--- config.mk ---
export PLATFORM = sky130hd
export DESIGN_NAME = thr_switch
export DESIGN_NICKNAME = d
export VERILOG_FILES = /design/src/thr_switch.v
export VERILOG_INCLUDE_DIRS = /design/src
export SDC_FILE = /design/constraint.sdc
export NUM_CORES = 1
export LEC_CHECK = 0
export BUFFER_PORTS_ARGS = -buffer_cell sky130_fd_sc_hd__buf_2
export CAP_MARGIN = 20
export CORE_AREA = 2 2 160 147
export DETAILED_ROUTE_END_ITERATION = 10
export DIE_AREA = 0 0 162 149
export PLACE_DENSITY = 0.74
export SYNTH_ARGS = -nofsm -noshare
export SYNTH_HDL_FRONTEND = slang
export SYNTH_SLANG_ARGS = --single-unit
--- constraint.sdc ---
create_clock -name clk_i -period 7.95 [get_ports clk_i]
set_input_delay 1.59 -clock clk_i [delete_from_list [all_inputs] [get_ports clk_i]]
set_output_delay 1.59 -clock clk_i [all_outputs]
set_load 0.01 [all_outputs]
--- src/thr_switch_consts.vh ---
// Purpose: Constants for the delayed threshold switch
// Assumes: 25 MHz clock
// Notes:   Offsets are word byte addresses on the Wishbone slave
`ifndef THR_SWITCH_CONSTS_VH
`define THR_SWITCH_CONSTS_VH
// ****************************
// Register offsets
// ****************************
`define REG_CTRL        8'h00
`define REG_LEVEL       8'h04
`define REG_HYST        8'h08
`define REG_DELAY       8'h0C
`define REG_EXT16       8'h10
`define REG_EXT8        8'h14
`define REG_TEACH       8'h18
`define REG_STATUS      8'h1C
`define REG_MEAS        8'h20
// ****************************
// Field positions in control
// ****************************
`define CTRL_MODE_LSB   0
`define CTRL_SRC_LSB    4
`define CTRL_SOC_BIT    6
`define CTRL_DL_BIT     7
`define CTRL_CYC_LSB    8
// ****************************
// Reset values
// ****************************
`define RST_MODE        4'h0
`define RST_LEVEL       16'h4E20
`define RST_HYST        16'h0000
`define RST_DELAY_SEL   4'h8
`define RST_CYC         7'h00
// ****************************
// Timing
// ****************************
`define CLK_HZ          25000000
`define TICK_MS         100
`define TICK_CYCLES     (`CLK_HZ / 1000 * `TICK_MS)
`define CYC_UNIT_TICKS  100
// ****************************
// Encodings
// ****************************
`define SRC_FIXED       2'h0
`define SRC_WIDE        2'h1
`define SRC_NARROW      2'h2
`define SRC_TEACH       2'h3
`define ACT_NONE        2'h0
`define ACT_ON          2'h1
`define ACT_OFF         2'h2
`endif

--- src/thr_switch.v ---
// Purpose: Second threshold channel: hysteresis comparator with delays and sending
// Assumes: Classic Wishbone slave, one clock, synchronous reset
// Notes:   Time base ticks every 100 ms; telegram is a one-cycle pulse with value
// Function
// - Each crossing direction maps to ON, OFF or no telegram by mode.
// - Undershoot-off mode: rising above level plus hysteresis sends nothing.
// - Exceed gives nothing; undershoot level minus hysteresis gives OFF or ON.
// - Undershoot gives nothing; exceed level plus hysteresis gives OFF or ON.
// - External source off: only the fixed level is used.
// - Wide source: level comes from a two-byte bus object.
// - Narrow source: level comes from a one-byte bus object.
// - Teach mode: writing the switch object latches present measured value.
// - Download restores fixed level; external used again after new arrival.
// - Rise to one reaches output only after selectable switch-on delay.
// - While switch-on delay runs, cyclic sends keep carrying zero.
// - Fall to zero reaches output and cyclic only after switch-off delay.
// - While switch-off delay runs, cyclic sends keep carrying one.
// - Condition set to no telegram also suppresses its cyclic sends.
// - Send-on-change off: no send on output change.
// - Send-on-change off, cycle at least one: periodic sends continue.
// - Send-on-change on sends every change; both off means never send.
// - Cyclic period is setting times ten seconds; zero disables it.
//
// Our own choices: the placing of the registers and the Wishbone interface to the registers.
`include "thr_switch_consts.vh"
module thr_switch #(
    parameter TICK_CYCLES = `TICK_CYCLES
) (
    input  wire        clk_i,
    input  wire        rst_i,
    input  wire        cyc_i,
    input  wire        stb_i,
    input  wire        we_i,
    input  wire [7:0]  adr_i,
    input  wire [3:0]  sel_i,
    input  wire [31:0] dat_i,
    output reg  [31:0] dat_o,
    output reg         ack_o,
    output reg         send_o,
    output reg         send_val_o
);
    // ****************************
    // Register file
    // ****************************
    reg  [3:0]  mode_r;
    reg  [1:0]  src_r;
    reg         soc_r;
    reg  [6:0]  cyc_r;
    reg  [15:0] level_r;
    reg  [15:0] hyst_r;
    reg  [3:0]  on_sel_r;
    reg  [3:0]  off_sel_r;
    reg  [15:0] ext_r;
    reg         ext_ok_r;
    reg  [15:0] meas_r;
    wire        wr = cyc_i & stb_i & we_i & ~ack_o;
    wire        dl_wr = wr && adr_i == `REG_CTRL && sel_i[0] && dat_i[`CTRL_DL_BIT];
    always @(posedge clk_i) begin
        if (rst_i) begin
            ack_o <= 1'b0;
        end else begin
            ack_o <= cyc_i & stb_i & ~ack_o;
        end
    end
    always @(posedge clk_i) begin
        if (rst_i) begin
            mode_r    <= `RST_MODE;
            src_r     <= `SRC_FIXED;
            soc_r     <= 1'b1;
            cyc_r     <= `RST_CYC;
            level_r   <= `RST_LEVEL;
            hyst_r    <= `RST_HYST;
            on_sel_r  <= `RST_DELAY_SEL;
            off_sel_r <= `RST_DELAY_SEL;
            ext_r     <= 16'h0000;
            ext_ok_r  <= 1'b0;
            meas_r    <= 16'h0000;
        end else if (wr) begin
            case (adr_i)
                `REG_CTRL: begin
                    if (sel_i[0]) begin
                        mode_r <= dat_i[3:0];
                        src_r  <= dat_i[5:4];
                        soc_r  <= dat_i[`CTRL_SOC_BIT];
                        if (dat_i[`CTRL_DL_BIT])
                            ext_ok_r <= 1'b0;
                    end
                    if (sel_i[1])
                        cyc_r <= dat_i[14:8];
                end
                `REG_LEVEL: if (sel_i[0]) level_r <= dat_i[15:0];
                `REG_HYST:  if (sel_i[0]) hyst_r <= dat_i[15:0];
                `REG_DELAY: if (sel_i[0]) begin
                    on_sel_r  <= dat_i[3:0];
                    off_sel_r <= dat_i[7:4];
                end
                `REG_EXT16: if (src_r == `SRC_WIDE && sel_i[0]) begin
                    ext_r    <= dat_i[15:0];
                    ext_ok_r <= 1'b1;
                end
                `REG_EXT8: if (src_r == `SRC_NARROW && sel_i[0]) begin
                    ext_r    <= {8'h00, dat_i[7:0]};
                    ext_ok_r <= 1'b1;
                end
                `REG_TEACH: if (src_r == `SRC_TEACH && sel_i[0]) begin
                    ext_r    <= meas_r;
                    ext_ok_r <= 1'b1;
                end
                `REG_MEAS: if (sel_i[0]) meas_r <= dat_i[15:0];
                default: ;
            endcase
        end
    end
    // ****************************
    // Threshold and comparator
    // ****************************
    wire [15:0] lvl = (src_r != `SRC_FIXED && ext_ok_r) ? ext_r : level_r;
    // Modes 0,1,4,5,8,9 and C-F: exceed level / undershoot level-hyst; modes 2,3,6,7,A,B mirrored
    reg  [1:0]  act_hi;
    reg  [1:0]  act_lo;
    reg         up_at_lvl;
    always @* begin
        act_hi    = `ACT_NONE;
        act_lo    = `ACT_NONE;
        up_at_lvl = 1'b1;
        case (mode_r)
            4'h0: begin act_hi = `ACT_ON;  act_lo = `ACT_OFF; end
            4'h1: begin act_hi = `ACT_OFF; act_lo = `ACT_ON;  end
            4'h2: begin act_lo = `ACT_ON;  act_hi = `ACT_OFF; up_at_lvl = 1'b0; end
            4'h3: begin act_lo = `ACT_OFF; act_hi = `ACT_ON;  up_at_lvl = 1'b0; end
            4'h4: act_hi = `ACT_ON;
            4'h5: act_hi = `ACT_OFF;
            4'h6: begin act_lo = `ACT_ON;  up_at_lvl = 1'b0; end
            4'h7: begin act_lo = `ACT_OFF; up_at_lvl = 1'b0; end
            4'h8: act_lo = `ACT_OFF;
            4'h9: act_lo = `ACT_ON;
            4'hA: begin act_hi = `ACT_OFF; up_at_lvl = 1'b0; end
            4'hB: begin act_hi = `ACT_ON;  up_at_lvl = 1'b0; end
            default: begin act_hi = `ACT_ON; act_lo = `ACT_OFF; end
        endcase
    end
    wire [16:0] up_pt = up_at_lvl ? {1'b0, lvl} : {1'b0, lvl} + {1'b0, hyst_r};
    wire [16:0] lo_pt = up_at_lvl ? ({1'b0, lvl} - {1'b0, hyst_r}) : {1'b0, lvl};
    wire        lo_neg = up_at_lvl && hyst_r > lvl;
    wire        above = {1'b0, meas_r} > up_pt;
    wire        below = !lo_neg && {1'b0, meas_r} < lo_pt;
    reg         hi_r;
    always @(posedge clk_i) begin
        if (rst_i)
            hi_r <= 1'b0;
        else if (above)
            hi_r <= 1'b1;
        else if (below)
            hi_r <= 1'b0;
    end
    wire [1:0] act_now  = hi_r ? act_hi : act_lo;
    wire       cond_val = (act_now == `ACT_ON);
    wire       cond_tx  = (act_now != `ACT_NONE);
    // ****************************
    // Time base
    // ****************************
    reg  [31:0] pre_r;
    wire        tick = (pre_r == TICK_CYCLES - 1);
    always @(posedge clk_i) begin
        if (rst_i || dl_wr || tick)
            pre_r <= 32'h0;
        else
            pre_r <= pre_r + 32'h1;
    end
    function [15:0] dly_ticks;
        input [3:0] s;
        begin
            case (s)
                4'h0: dly_ticks = 16'd0;
                4'h1: dly_ticks = 16'd10;
                4'h2: dly_ticks = 16'd30;
                4'h3: dly_ticks = 16'd50;
                4'h4: dly_ticks = 16'd100;
                4'h5: dly_ticks = 16'd150;
                4'h6: dly_ticks = 16'd300;
                4'h7: dly_ticks = 16'd600;
                4'h8: dly_ticks = 16'd1800;
                4'h9: dly_ticks = 16'd3000;
                4'hA: dly_ticks = 16'd6000;
                4'hB: dly_ticks = 16'd9000;
                4'hC: dly_ticks = 16'd18000;
                4'hD: dly_ticks = 16'd36000;
                default: dly_ticks = 16'd0;
            endcase
        end
    endfunction
    // ****************************
    // Delay and output object
    // ****************************
    reg         obj_r;
    reg         obj_tx_r;
    reg         pend_r;
    reg  [15:0] dcnt_r;
    wire [15:0] need = cond_val ? dly_ticks(on_sel_r) : dly_ticks(off_sel_r);
    wire        differ = cond_val != obj_r;
    wire        expire = pend_r && tick && (dcnt_r + 16'h1 >= need);
    wire        apply = differ && (need == 16'h0 || expire);
    always @(posedge clk_i) begin
        if (rst_i || dl_wr) begin
            obj_r  <= 1'b0;
            pend_r <= 1'b0;
            dcnt_r <= 16'h0;
        end else if (!differ) begin
            pend_r <= 1'b0;
            dcnt_r <= 16'h0;
        end else if (apply) begin
            obj_r  <= cond_val;
            pend_r <= 1'b0;
            dcnt_r <= 16'h0;
        end else begin
            pend_r <= 1'b1;
            if (pend_r && tick)
                dcnt_r <= dcnt_r + 16'h1;
        end
    end
    always @(posedge clk_i) begin
        if (rst_i)
            obj_tx_r <= 1'b0;
        else if (apply || !differ)
            obj_tx_r <= cond_tx;
    end
    // ****************************
    // Sending
    // ****************************
    reg  [13:0] ccnt_r;
    // Full product kept wide, then cut: 127 x 100 ticks fits in 14 bits
    wire [31:0] period_w = cyc_r * `CYC_UNIT_TICKS;
    wire [13:0] period = period_w[13:0];
    wire        cyc_hit = cyc_r != 7'h0 && tick && ccnt_r + 14'h1 >= period;
    always @(posedge clk_i) begin
        if (rst_i || dl_wr || cyc_hit)
            ccnt_r <= 14'h0;
        else if (tick && cyc_r != 7'h0)
            ccnt_r <= ccnt_r + 14'h1;
    end
    always @(posedge clk_i) begin
        if (rst_i) begin
            send_o     <= 1'b0;
            send_val_o <= 1'b0;
        end else if (apply && soc_r && cond_tx) begin
            send_o     <= 1'b1;
            send_val_o <= cond_val;
        end else if (cyc_hit && obj_tx_r) begin
            send_o     <= 1'b1;
            send_val_o <= obj_r;
        end else begin
            send_o     <= 1'b0;
        end
    end
    // ****************************
    // Read data
    // ****************************
    always @(posedge clk_i) begin
        if (rst_i)
            dat_o <= 32'h0;
        else begin
            case (adr_i)
                `REG_CTRL:   dat_o <= {17'h0, cyc_r, 1'b0, soc_r, src_r, mode_r};
                `REG_LEVEL:  dat_o <= {16'h0, level_r};
                `REG_HYST:   dat_o <= {16'h0, hyst_r};
                `REG_DELAY:  dat_o <= {24'h0, off_sel_r, on_sel_r};
                `REG_EXT16:  dat_o <= {16'h0, ext_r};
                `REG_STATUS: dat_o <= {26'h0, ext_ok_r, pend_r, 2'h0, obj_r, hi_r};
                `REG_MEAS:   dat_o <= {16'h0, meas_r};
                default:     dat_o <= 32'h0;
            endcase
        end
    end
endmodule // thr_switch

==> results.toml <==
[outcome]
outcome = "complete, no violations"

[global_route]
grt_max_degree = 73
first_global_vias = 10200
track_usage_pct = 26.0
overflow = 0
grt_pass1_wl_um = 51400
antenna_found_initial = 1

[die]
rows = 53
ios = 84
die_h_um = 149
initial_core_util_pct = 56.7
die_w_um = 162
coreArea_mm2 = 0.0227
die_area_mm2 = 0.0241

[drt]
drt-total-wl_um = 32200
antenna_left = 0
vias_per_cell = 5.77
drc_errors = 0
first_iter_violations = 1102
wl_per_cell_um = 16.6
vias = 11200
drt_pass1_iterations = 7

[logic_synthesis]
async_reset_ff_share_pct = 0
synth_area_mm2 = 0.0129
synth_compound_area_share_pct = 15.3
synthCells = 1604
seq_area_frac_synth_pct = 31.4
synth_seq_cells = 202
synth_top_family_by_area = "simple AND/OR/NAND/NOR gates"
yosys.area_share.adder_pct = 13.3
synth.distinct_cells = 68
synth-simple-area-share_pct = 21.6
synth_mux_area_share_pct = 5.14
yosys.area_share.xor_xnor_pct = 7.49
ys.flop_type = "dfxtp_1"
syn_area_per_cell_um2 = 8.02
yosysWarnings = 0
synth_enable_flop_cells = 0

[worst_hold_path]
min_path_type = "register to register"
whs_path_depth = 1

[timing]
fin_skew_ns = 0.0132
finalHoldViolCount = 0
rsz0062_at_grt = "false"
finalSetupViolations = 0
fin_crit_ns = 5.35
setup_slack_ns = 2.60
slew_headroom_pct = 27.2
setup_tns_ns = 0
fmax_mhz = 187
finalCritPeriodShare_pct = 67.3
final_max_slew_viol_count = 0
worst_hold_slack_ns = 0.447
worst_slew_pin_slew_ns = 1.08

[clock_tree]
cts_made_buffers = 24
insertion_delay_ns = 0.52
clk_pin_slew_ns = 0.06
post_cts_buffers = 0
cts.repair.resized = 0
hold_buffers = 0
htree_levels = 1
clockBufferDepth = 3
cts.sinks = 202
cts_tree = "done"
cts-root-buf = "clkbuf_16"

[place]
dpl_worst_slack_ns = 2.37
hpwl_um = 23900
dp.cells = 1895
gp_congestion = 0.905
placed_cell_area_mm2 = 0.0132
placement.io_buffers = 49

[finish]
final_cells = 1942
layout.nets = 1804
utilization_pct = 62.0
area_growth_pct = 9.27
drive_above_1_share_pct = 7.81
design_area_mm2 = 0.0141

[power_and_ir_drop]
powerDensity_mw_per_mm2 = 156
peakVddDrop_mv = 0.123
p_total_mw = 2.19
p_leak_nw = 5.77

[worst_setup_path]
crit_required_ns = 8.35
crit_arrival_ns = 5.75
critPathKind = "register to register"
worstSetupStartpointType = "register"
r2r_cells = 20
crit_path_end_kind = "register"
reg2reg_slack_ns = 2.60
critPathMaxFanout = 10

[flow_run]
cap_violations = 0
## path summary, 6_finish.rpt
check        startpoint  endpoint
min reg2reg       ack_o     ack_o
max            src_r[1]      hi_r
min               ack_o     ack_o
max reg2reg    src_r[1]      hi_r
## cells in the final DEF, fill, tap and decap left out, types with 6 or more instances in the layout
cell type,count
ha_1,130
nor2_1,187
and3_1,14
clkinv_2,6
nand3_1,37
mux2i_1,57
o21bai_1,6
buf_4,11
a22oi_1,33
inv_1,80
buf_2,48
o21a_1,12
xor2_1,49
or4_1,8
dfxtp_1,202
o21ai_0,60
a21oi_1,140
xnor2_1,61
o211ai_1,6
and2_1,16
nor2b_1,12
or3_1,6
nor4_1,19
nand3b_1,9
nand4_1,23
a222oi_1,13
conb_1,16
a31oi_1,15
nand2b_1,8
nor3_1,23
clkbuf_16,25
nand2_1,213
## Yosys cell counts, types with 12 or more instances
cell / n / area (um2)
nand3_1: 37 / 185
nor4_1: 19 / 119
nor2b_1: 12 / 75.1
dfxtp_1: 202 / 4040
mux2i_1: 57 / 571
and3_1: 14 / 87.6
a222oi_1: 13 / 130
nor2_1: 187 / 702
a22oi_1: 33 / 248
o21a_1: 12 / 90.1
and2_1: 16 / 100
ha_1: 130 / 1630
a31oi_1: 15 / 93.8
buf_2: 20 / 100
clkbuf_1: 42 / 158
xor2_1: 49 / 429
nand4_1: 23 / 144
nor3_1: 25 / 125
xnor2_1: 61 / 534
a21oi_1: 140 / 701
buf_4: 19 / 143
nand2_1: 213 / 800
o21ai_0: 60 / 300
inv_1: 80 / 300
## critical path, cell delays in order, from the launching register on
cell and delay [ns]:
dfxtp_1 0.35, o21ai_2 0.48, buf_8 0.24, mux2i_1 0.32, inv_1 0.11, ha_1 0.36
o21a_1 0.16, o21a_1 0.18, o22ai_1 0.41, o221ai_1 0.26, o21ai_0 0.18, nor2b_1 0.17
xnor2_1 0.13, a21oi_1 0.09, ha_1 0.24, nor4_1 0.27, o21ai_0 0.19, a2111oi_0 0.59
nand4_1 0.27, nand4_1 0.13, o211ai_1 0.08
## kinds of logic after synthesis
logic type / Yosys count
XOR/XNOR: 110
adder cells (fa/ha/maj): 134
multiplexers: 63
buffers and inverters: 166
other: 1
flip-flops: 202
AO/OA/AOI/OAI: 323
AND/OR/NAND/NOR: 605
## where the power goes
| part | total [mW] | switching [mW] | leakage (nW) | internal (mW) |
|---|---|---|---|---|
| sequential | 1.02 | 0.00165 | 1.63 | 1.01 |
| clock | 1.12 | 0.459 | 0.402 | 0.663 |
| combinational | 0.0489 | 0.0354 | 3.74 | 0.0134 |
## routing by layer
layer / global-route usage [%] / up-vias / share of wire (%)
met5: 0 / - / 0
met3: 3.09 / 75 / 6.4
met2: 41.1 / 359 / 44
met4: 9.42 / 0 / 3.6
met1: 36.8 / 5191 / 46
li1: - / 5582 / -
## layout make-up
| type | instances | area (um2) |
|---|---|---|
| Timing Repair Buffer | 60 | 338 |
| Sequential cell | 202 | 4040 |
| Clock buffer | 28 | 657 |
| Clock inverter | 16 | 158 |
| Tap cell | 302 | 378 |
| Inverter | 82 | 308 |
| Multi-Input combinational cell | 1251 | 8170 |
| Fill cell | 2050 | 8620 |
| Antenna cell | 1 | 2.50 |
Power figures use the tool's default switching activity.
